**config.mk**
```make
export PLATFORM = sky130hd
export DESIGN_NAME = jtbs_tap
export DESIGN_NICKNAME = d
export VERILOG_FILES = /design/src/verilog/jtbs_sync.v /design/src/verilog/jtbs_tap.v
export VERILOG_INCLUDE_DIRS = /design/src /design/src/verilog
export SDC_FILE = /design/constraint.sdc
export NUM_CORES = 1
export LEC_CHECK = 0
export ABC_AREA = 1
export CAP_MARGIN = 20
export CELL_PAD_IN_SITES_DETAIL_PLACEMENT = 1
export CELL_PAD_IN_SITES_GLOBAL_PLACEMENT = 1
export CORE_ASPECT_RATIO = 1.5
export CORE_MARGIN = 3
export CORE_UTILIZATION = 40
export CTS_BUF_LIST = sky130_fd_sc_hd__clkbuf_2 sky130_fd_sc_hd__clkbuf_4 sky130_fd_sc_hd__clkbuf_8
export DETAILED_ROUTE_END_ITERATION = 8
export DONT_BUFFER_PORTS = 1
export GPL_ROUTABILITY_DRIVEN = 0
export PLACE_DENSITY = 0.74
export SLEW_MARGIN = 20
export SYNTH_ARGS = -nofsm -noshare
export SYNTH_HDL_FRONTEND = slang
export SYNTH_HIERARCHICAL = 1
export SYNTH_SLANG_ARGS = --single-unit
```
**constraint.sdc**
```tcl
create_clock -name clk -period 9.95 [get_ports clk]
set_clock_uncertainty 0.15 [all_clocks]
set_input_delay 0 -clock clk [delete_from_list [all_inputs] [get_ports clk]]
set_output_delay 0 -clock clk [all_outputs]
set_load 0.005 [all_outputs]
```
**src/verilog/jtbs_defs.vh**
```
// constants for the boundary scan test logic: instructions, chain layout, enable cells
//
// Functional notes
// - one-bit bypass stage links tdi to tdo when no other register selected
// - at reset the test logic resets and holds the bypass instruction
// - scan cells sit on host bus, boot rom and media pins, not network ports
// - enable cells hold pad enables; when one during extest, pins drive cell data
// - one enable for address/data, one for command lanes, separate control enables
// - four boot rom data enables, plus media, mode and serial-out enables
// - chain runs boot rom, mode and serial cells, host bus, then request..interrupt
// - full tap state machine generates capture, shift and update controls
// - three-bit instruction; 000 extest, 001 sample, 101 float, 110 continuity, 111 bypass
// - under bypass the test logic never touches normal system behaviour
// - tristate instruction floats every pad and freezes internal clocks
`ifndef JTBS_DEFS_VH
`define JTBS_DEFS_VH

`define JTBS_IR_W 3
`define JTBS_IR_EXTEST 3'h0
`define JTBS_IR_SAMPLE 3'h1
`define JTBS_IR_TRISTATE 3'h5
`define JTBS_IR_CONTINUITY 3'h6
`define JTBS_IR_BYPASS 3'h7
`define JTBS_IR_CAPTURE 3'h1

// chain length and cell index 0 is nearest tdi
`define JTBS_CHAIN_LEN 78
// cells that hold drive enables rather than pin levels
`define JTBS_EN_MASK 78'h00000015752000025445
// output cells with no enable cell, driven whenever extest is active
`define JTBS_DRV_MASK 78'h22000000008000010000

// enable cell positions
`define JTBS_BR02_OE 0
`define JTBS_BR13_OE 2
`define JTBS_BR64_OE 6
`define JTBS_BR7_OE 10
`define JTBS_MEDIA_OE 12
`define JTBS_MODE_OE 14
`define JTBS_SDO_OE 17
`define JTBS_PAR_OE 37
`define JTBS_PERR_OE 40
`define JTBS_STOP_OE 42
`define JTBS_AD_OE 44
`define JTBS_CBE_OE 45
`define JTBS_DEVSEL_OE 46
`define JTBS_TRDY_OE 48
`define JTBS_IRDY_OE 50
`define JTBS_FRAME_OE 52

// first cell of each address/data byte lane and the command lane cells
`define JTBS_AD0_IDX 19
`define JTBS_AD8_IDX 28
`define JTBS_AD16_IDX 55
`define JTBS_AD24_IDX 65
`define JTBS_CBE0_IDX 27
`define JTBS_CBE1_IDX 36
`define JTBS_CBE2_IDX 54
`define JTBS_CBE3_IDX 64

`endif

```
**src/verilog/jtbs_sync.v**
```verilog
// two-stage synchroniser for pin inputs
`timescale 1ns/1ns
`default_nettype none

module jtbs_sync #(
    parameter WIDTH = 1
) (
    input wire clk,
    input wire sys_rst,
    input wire [WIDTH-1:0] d,
    output reg [WIDTH-1:0] q
);

    reg [WIDTH-1:0] meta_r;

    // first stage feeds only the second stage
    always @(posedge clk or posedge sys_rst) begin
        if (sys_rst) begin
            meta_r <= {WIDTH{1'b0}};
            q <= {WIDTH{1'b0}};
        end else begin
            meta_r <= d;
            q <= meta_r;
        end
    end

endmodule
`default_nettype wire

```
**src/verilog/jtbs_tap.v**
```verilog
// tap controller, instruction, bypass and boundary scan registers with pad muxing
`timescale 1ns/1ns
`default_nettype none
`include "jtbs_defs.vh"

module jtbs_tap (
    input wire clk,
    input wire sys_rst,
    input wire tck,
    input wire tms,
    input wire tdi,
    output reg tdo,
    output reg tdo_oe,
    input wire [`JTBS_CHAIN_LEN-1:0] core_out,
    input wire [`JTBS_CHAIN_LEN-1:0] core_oe,
    input wire [`JTBS_CHAIN_LEN-1:0] pad_in,
    output reg [`JTBS_CHAIN_LEN-1:0] pad_out,
    output reg [`JTBS_CHAIN_LEN-1:0] pad_oe,
    output reg clk_freeze
);

    localparam L = `JTBS_CHAIN_LEN;

    localparam [3:0] ST_RESET = 4'h0;
    localparam [3:0] ST_IDLE = 4'h1;
    localparam [3:0] ST_SEL_DR = 4'h2;
    localparam [3:0] ST_CAP_DR = 4'h3;
    localparam [3:0] ST_SHIFT_DR = 4'h4;
    localparam [3:0] ST_EX1_DR = 4'h5;
    localparam [3:0] ST_PAUSE_DR = 4'h6;
    localparam [3:0] ST_EX2_DR = 4'h7;
    localparam [3:0] ST_UPD_DR = 4'h8;
    localparam [3:0] ST_SEL_IR = 4'h9;
    localparam [3:0] ST_CAP_IR = 4'hA;
    localparam [3:0] ST_SHIFT_IR = 4'hB;
    localparam [3:0] ST_EX1_IR = 4'hC;
    localparam [3:0] ST_PAUSE_IR = 4'hD;
    localparam [3:0] ST_EX2_IR = 4'hE;
    localparam [3:0] ST_UPD_IR = 4'hF;

    // enable cell that governs a data cell, -1 where none
    function integer en_of;
        input integer i;
        begin
            en_of = -1;
            if ((i >= `JTBS_AD0_IDX && i < `JTBS_AD0_IDX + 8) ||
                (i >= `JTBS_AD8_IDX && i < `JTBS_AD8_IDX + 8) ||
                (i >= `JTBS_AD16_IDX && i < `JTBS_AD16_IDX + 8) ||
                (i >= `JTBS_AD24_IDX && i < `JTBS_AD24_IDX + 8))
                en_of = `JTBS_AD_OE;
            else if (i == `JTBS_CBE0_IDX || i == `JTBS_CBE1_IDX ||
                     i == `JTBS_CBE2_IDX || i == `JTBS_CBE3_IDX)
                en_of = `JTBS_CBE_OE;
            else if (i == `JTBS_BR02_OE + 1 || i == `JTBS_BR02_OE + 4)
                en_of = `JTBS_BR02_OE;
            else if (i == `JTBS_BR13_OE + 1 || i == `JTBS_BR13_OE + 3)
                en_of = `JTBS_BR13_OE;
            else if (i > `JTBS_BR64_OE && i <= `JTBS_BR64_OE + 3)
                en_of = `JTBS_BR64_OE;
            else if (i == `JTBS_BR7_OE + 1)
                en_of = `JTBS_BR7_OE;
            else if (i == `JTBS_MEDIA_OE + 1)
                en_of = `JTBS_MEDIA_OE;
            else if (i == `JTBS_MODE_OE + 1)
                en_of = `JTBS_MODE_OE;
            else if (i == `JTBS_SDO_OE + 1)
                en_of = `JTBS_SDO_OE;
            else if (i == `JTBS_PAR_OE + 1)
                en_of = `JTBS_PAR_OE;
            else if (i == `JTBS_PERR_OE + 1)
                en_of = `JTBS_PERR_OE;
            else if (i == `JTBS_STOP_OE + 1)
                en_of = `JTBS_STOP_OE;
            else if (i == `JTBS_DEVSEL_OE + 1)
                en_of = `JTBS_DEVSEL_OE;
            else if (i == `JTBS_TRDY_OE + 1)
                en_of = `JTBS_TRDY_OE;
            else if (i == `JTBS_IRDY_OE + 1)
                en_of = `JTBS_IRDY_OE;
            else if (i == `JTBS_FRAME_OE + 1)
                en_of = `JTBS_FRAME_OE;
        end
    endfunction

    ////////////////////////////////////////////////////////////////////////////
    // pin synchronisers and test clock edge detection

    wire [2:0] link_s;
    wire [L-1:0] pad_s;
    reg tck_d_r;

    jtbs_sync #(.WIDTH(3)) u_link_sync (
        .clk(clk),
        .sys_rst(sys_rst),
        .d({tck, tms, tdi}),
        .q(link_s)
    );

    jtbs_sync #(.WIDTH(L)) u_pad_sync (
        .clk(clk),
        .sys_rst(sys_rst),
        .d(pad_in),
        .q(pad_s)
    );

    wire tck_s = link_s[2];
    wire tms_s = link_s[1];
    wire tdi_s = link_s[0];

    // edges are seen in the same clk the second stage shows them, so tck must stay above 3 clk per phase
    always @(posedge clk or posedge sys_rst) begin
        if (sys_rst) begin
            tck_d_r <= 1'b0;
        end else begin
            tck_d_r <= tck_s;
        end
    end

    wire tck_rise = tck_s & ~tck_d_r;
    wire tck_fall = ~tck_s & tck_d_r;

    ////////////////////////////////////////////////////////////////////////////
    // tap state machine

    reg [3:0] state_r;
    reg [3:0] state_nxt;

    // standard sixteen-state walk steered by tms
    always @* begin
        state_nxt = state_r;
        case (state_r)
            ST_RESET: state_nxt = tms_s ? ST_RESET : ST_IDLE;
            ST_IDLE: state_nxt = tms_s ? ST_SEL_DR : ST_IDLE;
            ST_SEL_DR: state_nxt = tms_s ? ST_SEL_IR : ST_CAP_DR;
            ST_CAP_DR: state_nxt = tms_s ? ST_EX1_DR : ST_SHIFT_DR;
            ST_SHIFT_DR: state_nxt = tms_s ? ST_EX1_DR : ST_SHIFT_DR;
            ST_EX1_DR: state_nxt = tms_s ? ST_UPD_DR : ST_PAUSE_DR;
            ST_PAUSE_DR: state_nxt = tms_s ? ST_EX2_DR : ST_PAUSE_DR;
            ST_EX2_DR: state_nxt = tms_s ? ST_UPD_DR : ST_SHIFT_DR;
            ST_UPD_DR: state_nxt = tms_s ? ST_SEL_DR : ST_IDLE;
            ST_SEL_IR: state_nxt = tms_s ? ST_RESET : ST_CAP_IR;
            ST_CAP_IR: state_nxt = tms_s ? ST_EX1_IR : ST_SHIFT_IR;
            ST_SHIFT_IR: state_nxt = tms_s ? ST_EX1_IR : ST_SHIFT_IR;
            ST_EX1_IR: state_nxt = tms_s ? ST_UPD_IR : ST_PAUSE_IR;
            ST_PAUSE_IR: state_nxt = tms_s ? ST_EX2_IR : ST_PAUSE_IR;
            ST_EX2_IR: state_nxt = tms_s ? ST_UPD_IR : ST_SHIFT_IR;
            ST_UPD_IR: state_nxt = tms_s ? ST_SEL_DR : ST_IDLE;
            default: state_nxt = ST_RESET;
        endcase
    end

    ////////////////////////////////////////////////////////////////////////////
    // instruction, bypass and boundary registers

    reg [`JTBS_IR_W-1:0] ir_r;
    reg [`JTBS_IR_W-1:0] ir_sh_r;
    reg byp_r;
    reg [L-1:0] bsr_sh_r;
    reg [L-1:0] bsr_upd_r;

    // reserved codes and tristate fall back to the bypass stage
    wire bsr_sel = (ir_r == `JTBS_IR_EXTEST) || (ir_r == `JTBS_IR_SAMPLE) ||
                   (ir_r == `JTBS_IR_CONTINUITY);
    wire [L-1:0] en_mask = `JTBS_EN_MASK;
    wire [L-1:0] drv_mask = `JTBS_DRV_MASK;
    // enable cells capture core_out at their own position, pin cells the pin level
    wire [L-1:0] cap_vec = (core_out & en_mask) | (pad_s & ~en_mask);

    // all register actions happen on the rising test clock event
    always @(posedge clk or posedge sys_rst) begin
        if (sys_rst) begin
            state_r <= ST_RESET;
            ir_r <= `JTBS_IR_BYPASS;
            ir_sh_r <= `JTBS_IR_CAPTURE;
            byp_r <= 1'b0;
            bsr_sh_r <= {L{1'b0}};
            bsr_upd_r <= {L{1'b0}};
        end else if (tck_rise) begin
            state_r <= state_nxt;
            case (state_r)
                ST_RESET: ir_r <= `JTBS_IR_BYPASS;
                ST_CAP_IR: ir_sh_r <= `JTBS_IR_CAPTURE;
                ST_SHIFT_IR: ir_sh_r <= {tdi_s, ir_sh_r[`JTBS_IR_W-1:1]};
                ST_UPD_IR: ir_r <= ir_sh_r;
                ST_CAP_DR: begin
                    if (bsr_sel)
                        bsr_sh_r <= cap_vec;
                    else
                        byp_r <= 1'b0;
                end
                ST_SHIFT_DR: begin
                    if (bsr_sel)
                        bsr_sh_r <= {bsr_sh_r[L-2:0], tdi_s};
                    else
                        byp_r <= tdi_s;
                end
                ST_UPD_DR: begin
                    if (bsr_sel)
                        bsr_upd_r <= bsr_sh_r;
                end
                default: ir_r <= ir_r;
            endcase
        end
    end

    ////////////////////////////////////////////////////////////////////////////
    // serial output, changed on the falling test clock event

    wire shift_ir = (state_r == ST_SHIFT_IR);
    wire shift_dr = (state_r == ST_SHIFT_DR);
    wire ser_bit = shift_ir ? ir_sh_r[0] : (bsr_sel ? bsr_sh_r[L-1] : byp_r);

    always @(posedge clk or posedge sys_rst) begin
        if (sys_rst) begin
            tdo <= 1'b0;
            tdo_oe <= 1'b0;
        end else if (tck_fall) begin
            tdo <= ser_bit;
            tdo_oe <= shift_ir | shift_dr;
        end
    end

    ////////////////////////////////////////////////////////////////////////////
    // pad muxing per cell; cells exist only on host bus, boot rom and media pins

    wire extest = (ir_r == `JTBS_IR_EXTEST);
    wire tristate = (ir_r == `JTBS_IR_TRISTATE);

    // network clocks keep running; only core clocks are frozen
    always @(posedge clk or posedge sys_rst) begin
        if (sys_rst) begin
            clk_freeze <= 1'b0;
        end else begin
            clk_freeze <= tristate;
        end
    end

    wire [L-1:0] ext_oe;

    // per cell extest drive enable: its enable cell, or the drv_mask bit where none exists
    genvar gi;
    generate
        for (gi = 0; gi < L; gi = gi + 1) begin : g_cell
            localparam integer EN = en_of(gi);
            localparam integer ENX = (EN < 0) ? 0 : EN;
            assign ext_oe[gi] = (EN >= 0) ? bsr_upd_r[ENX] : drv_mask[gi];
        end
    endgenerate

    // outside extest and tristate the core owns the pad untouched
    always @(posedge clk or posedge sys_rst) begin
        if (sys_rst) begin
            pad_out <= {L{1'b0}};
            pad_oe <= {L{1'b0}};
        end else if (tristate) begin
            pad_out <= core_out;
            pad_oe <= {L{1'b0}};
        end else if (extest) begin
            pad_out <= bsr_upd_r;
            pad_oe <= ext_oe;
        end else begin
            pad_out <= core_out;
            pad_oe <= core_oe;
        end
    end

endmodule
`default_nettype wire

```
==> summary.txt, run 1 <==
Status
  • Err: [ERROR RSZ-0060] Max buffer count reached.
  • Status: aborted with a tool error
  • Fail Step: clock tree synthesis

Placement
  • Placement Setup Slack: 6.44 ns
  • I/O Buffers: 0
  • Hpwl dp: 27.3 mm

CTS
  • Post-CTS Resized: 0
  • Hold_buf cts: 432
  • CTS root buffer: clkbuf_8
  • Buffer count from post-CTS setup fixing: 0
  • Clock Tree Buf Depth: 3
  • CTS Buf Count: 71
  • Htree depth: 3

Synth
  • Yosys warns: 6
  • Post-Syn Area per Cell: 10.2 um^2
  • Mapped Cells: 1603
  • Mapped Nets: 1842
  • Syn Std Cell Area: 16300 um^2

Floorplan
  • Row count: 90
  • Die Y: 253 um
  • Die width: 171 um
  • IO Count: 398
  • Initial Utilization: 40.6%
==> metrics by stage <==
stage                     area (um^2)  std cells
after global placement          16600       2033
after floorplan                 16300       1603
after detailed placement        16600       2033
==> run 2: changes to the inputs <==
--- a/config.mk
+++ b/config.mk
@@ -8,16 +8,12 @@
 export LEC_CHECK = 0
 export ABC_AREA = 1
 export CAP_MARGIN = 20
-export CELL_PAD_IN_SITES_DETAIL_PLACEMENT = 1
-export CELL_PAD_IN_SITES_GLOBAL_PLACEMENT = 1
-export CORE_ASPECT_RATIO = 1.5
 export CORE_MARGIN = 3
-export CORE_UTILIZATION = 40
-export CTS_BUF_LIST = sky130_fd_sc_hd__clkbuf_2 sky130_fd_sc_hd__clkbuf_4 sky130_fd_sc_hd__clkbuf_8
+export CORE_UTILIZATION = 25
 export DETAILED_ROUTE_END_ITERATION = 8
 export DONT_BUFFER_PORTS = 1
 export GPL_ROUTABILITY_DRIVEN = 0
-export PLACE_DENSITY = 0.74
+export PLACE_DENSITY_LB_ADDON = 0.15
 export SLEW_MARGIN = 20
 export SYNTH_ARGS = -nofsm -noshare
 export SYNTH_HDL_FRONTEND = slang
==> run 2 against run 1 <==
The flow now finishes without violations; synthesized cell count stayed put; synthesized area stayed put.
==> summary.txt, run 2 <==
Status
  • Status: complete, no violations

Floorplan
  • Die Y: 261 um (+3.2%)
  • Core footprint: 64500 um^2
  • Die area: 68400 um^2
  • Initial Utilization: 25.3% (-15 points)
  • Die width: 261 um (+53%)
  • Row count: 93 (+3.3%)
  • IO Count: 398 (unchanged)

Placement
  • I/O Buffers: 0 (unchanged)
  • Placed Area: 17100 um^2 (+2.6%)
  • Hpwl dp: 28.9 mm (+6.0%)

Worst setup path
  • WP data arrival: 3.86 ns
  • CP endpoint kind: flip-flop
  • R2R depth: 5
  • Worst reg2reg setup slack: 6.30 ns
  • CP Launch Type: flip-flop
  • CP top delay family: simple AND/OR/NAND/NOR gates
  • CP bufs+invs: 2
  • Type of the worst setup path: reg2reg
  • RR Startpoint: ir_r[1]$_DFFE_PP1P_
  • CP Data Required Time: 10.15 ns
  • CP Launch Point: ir_r[1]$_DFFE_PP1P_
  • Critical Path Fanout Max: 47
  • Crit path largest cell delay: 0.94 ns
  • Slowest-stage cell, CP: nand2_1
  • FF-to-FF End: pad_oe[22]$_DFF_PP0_
  • Cells along the critical path: inv_1 -> nand3_4 -> clkinv_2 -> nand2_1 -> o21ai_0

STA
  • Unrepaired setup endpoints after global routing: no
  • Setup-failing EPs final: 0
  • Setup TNS: 0 ns
  • Fin crit share: 36.7%
  • Max Slew Vio Count: 0
  • Final Critical Period: 3.65 ns
  • Slew @ Worst Pin: 1.14 ns
  • Final hold vios: 0
  • Slew HR: 23.9%
  • Peak Freq: 274 MHz

CTS
  • Buffer count from post-CTS setup fixing: 0 (unchanged)
  • Clock latency on the worst-skew pair: 0.59 ns
  • Clk slew on worst S/H paths: 0.06 ns
  • Hold_buf cts: 424 (-1.9%)
  • CTS root buffer: clkbuf_16
  • CTS tree: built
  • Clock sinks: 457
  • Clock Tree Buf Depth: 3 (unchanged)
  • CTS Buf Count: 52 (-27%)
  • Post-CTS Resized: 0 (unchanged)
  • Htree depth: 2 (-1)

GRT
  • Antenna violations before repair: 1
  • GRT Util Overall: 13.8%
  • Global-route wire length before repair: 73.9 mm
  • Vias in the first global route: 12850
  • Total congestion overflow: 0
  • Pin count of the biggest net entering global routing: 130

Detailed routing
  • Final ANT Viol Nets: 0
  • Via/cell ratio: 4.22
  • Drt wl/cell: 16.5 um
  • 1st-iter DRT viols: 738
  • Final WL: 47.8 mm
  • Drt pass-1 iters: 5
  • Post-route DRC violation count: 0
  • Vias: 12203

Final layout
  • P&R area growth vs syn: 41.2%
  • Fillers: 6381
  • Seq. cell area: 11400 um^2
  • Share of layout cells above drive strength 1: 5.39%
  • Most common cell after layout, fill and taps aside: nand2_1
  • Area of the multi-input gates: 4050 um^2
  • Commonest cells after routing, fill and taps aside: nand2_1 (573), dfrtp_1 (453), dlygate4sd3_1 (424), o21ai_0 (189), o21ai_1 (114)
  • Cell area after layout: 23000 um^2
  • Antenna Cells: 0
  • NumNets Final: 2244

Synth
  • Post-Syn Area per Cell: 10.2 um^2 (unchanged)
  • Syn Std Cell Area: 16300 um^2 (unchanged)
  • Mapped Cells: 1603 (unchanged)
  • Mapped Nets: 1842 (unchanged)
  • Yosys warns: 6 (unchanged)

Flow run
  • Max-Cap Viols: 0

Pwr
  • P_leak: 10.6 nW
  • Max rail drop VDD: 0.111 mV
  • Pwr dens: 195 nW/um^2

Hold path
  • Min-delay src: core_out[37]
  • Hold path depth: 3
  • Hold Path Sink: pad_out[37]$_DFF_PP0_
  • Worst hold path class: in2reg
-- run 2: final cells by class --
cell class / instances / area share [%]
clock buffer: 69 / 6.41
tap: 855 / 4.64
clock inverter: 20 / 1.16
inverter: 103 / 1.74
multi-input combinational: 955 / 17.6
timing repair buffer: 436 / 18.8
sequential: 457 / 49.7
-- run 2: power breakdown --
group | internal [W] | switching, W
sequential | 0.00198 | 0.0000577
combinational | 0.000203 | 0.000285
clock | 0.00119 | 0.000773
total | 0.00338 | 0.00112
-- run 2: worst register-to-register path: stages (launching register included) --
cell and delay, ns:
dfstp_2 0.56, inv_1 0.09, nand3_4 0.52, clkinv_2 0.77
nand2_1 0.94, o21ai_0 0.39
-- run 2: worst max-delay path by stage --
stage                              end  cells past startpoint  slack (ns)
4_1_cts           pad_oe[22]$_DFF_PP0_                      5        6.14
6_report          pad_oe[22]$_DFF_PP0_                      5        6.30
3_5_place_dp      pad_oe[22]$_DFF_PP0_                      5        6.18
3_3_place_gp      pad_oe[22]$_DFF_PP0_                      5        6.23
2_1_floorplan  bsr_sh_r[0]$_DFFE_PP0P_                      1        0.75
5_1_grt           pad_oe[22]$_DFF_PP0_                      5        5.90
-- run 2: metal layers --
layer,wire [um],vias up,GRT usage [%]
met5,7,-,0
met3,2630,105,2.94
met1,20500,5913,17.5
met4,1680,2,5.24
met2,22900,343,23.1
li1,-,5840,-
-- run 2: stage by stage --
step | std cells | setup slack [ns] | power (W) | utilization (%) | hold WS, ns
floorplan | 1603 | 0.752 | 0.00232 | - | -0.359
global placement | 2382 | 6.23 | 0.00242 | 26.5 | -0.330
finish | 2895 | 6.30 | 0.00449 | 35.7 | 0.0394
detailed placement | 2382 | 6.18 | 0.00243 | 26.5 | -0.326
global route | 2895 | 5.90 | 0.00473 | 35.7 | 0.0307
CTS | 2895 | 6.14 | 0.00458 | 35.7 | 0.00381
No activity file was read; power rests on OpenSTA's default activity.
==> run 3: changes to the inputs <==
--- a/config.mk
+++ b/config.mk
@@ -6,7 +6,7 @@
 export SDC_FILE = /design/constraint.sdc
 export NUM_CORES = 1
 export LEC_CHECK = 0
-export ABC_AREA = 1
+export ABC_AREA = 0
 export CAP_MARGIN = 20
 export CORE_MARGIN = 3
 export CORE_UTILIZATION = 25
==> constraint.sdc (replaced) <==
create_clock -name clk -period 3.5 [get_ports clk]
set_clock_uncertainty 0.15 [all_clocks]
set_input_delay 0 -clock clk [delete_from_list [all_inputs] [get_ports clk]]
set_output_delay 0 -clock clk [all_outputs]
set_load 0.005 [all_outputs]
==> run 3 against run 2 <==
The flow now stops in clock tree synthesis; synthesized area fell by 0.26%; synthesized cell count shrank 21%.
==> summary.txt, run 3 <==
Status
  • Status: aborted with a tool error
  • Fail Step: clock tree synthesis
  • Err: [ERROR RSZ-0060] Max buffer count reached.

Synth
  • Yosys warns: 6 (unchanged)
  • Post-Syn Area per Cell: 12.8 um^2 (+26%)
  • Syn Std Cell Area: 16300 um^2 (-0.26%)
  • Mapped Nets: 1509 (-18%)
  • Mapped Cells: 1270 (-21%)

Floorplan
  • Die width: 261 um (-0.13%)
  • IO Count: 398 (unchanged)
  • Die Y: 261 um (-0.13%)
  • Initial Utilization: 25.5% (+0.21 points)
  • Row count: 92 (-1.1%)

CTS
  • Clock Tree Buf Depth: 3 (unchanged)
  • Buffer count from post-CTS setup fixing: 0 (unchanged)
  • Post-CTS Resized: 0 (unchanged)
  • CTS root buffer: clkbuf_16
  • CTS Buf Count: 52 (unchanged)
  • Hold_buf cts: 432 (+1.9%)
  • Htree depth: 2 (unchanged)

Placement
  • I/O Buffers: 0 (unchanged)
  • Hpwl dp: 26.8 mm (-7.4%)
==> run 3: metrics by stage <==
| step | hold slack, ns | std cells | setup WS [ns] | area (um^2) | TNS [ns] |
|---|---|---|---|---|---|
| after detailed placement | -0.331 | 2066 | 1.07 | 17200 | 0 |
| after global placement | -0.335 | 2066 | 1.10 | 17200 | 0 |
| after floorplan | -0.359 | 1270 | -1.01 | 16300 | -326.70 |
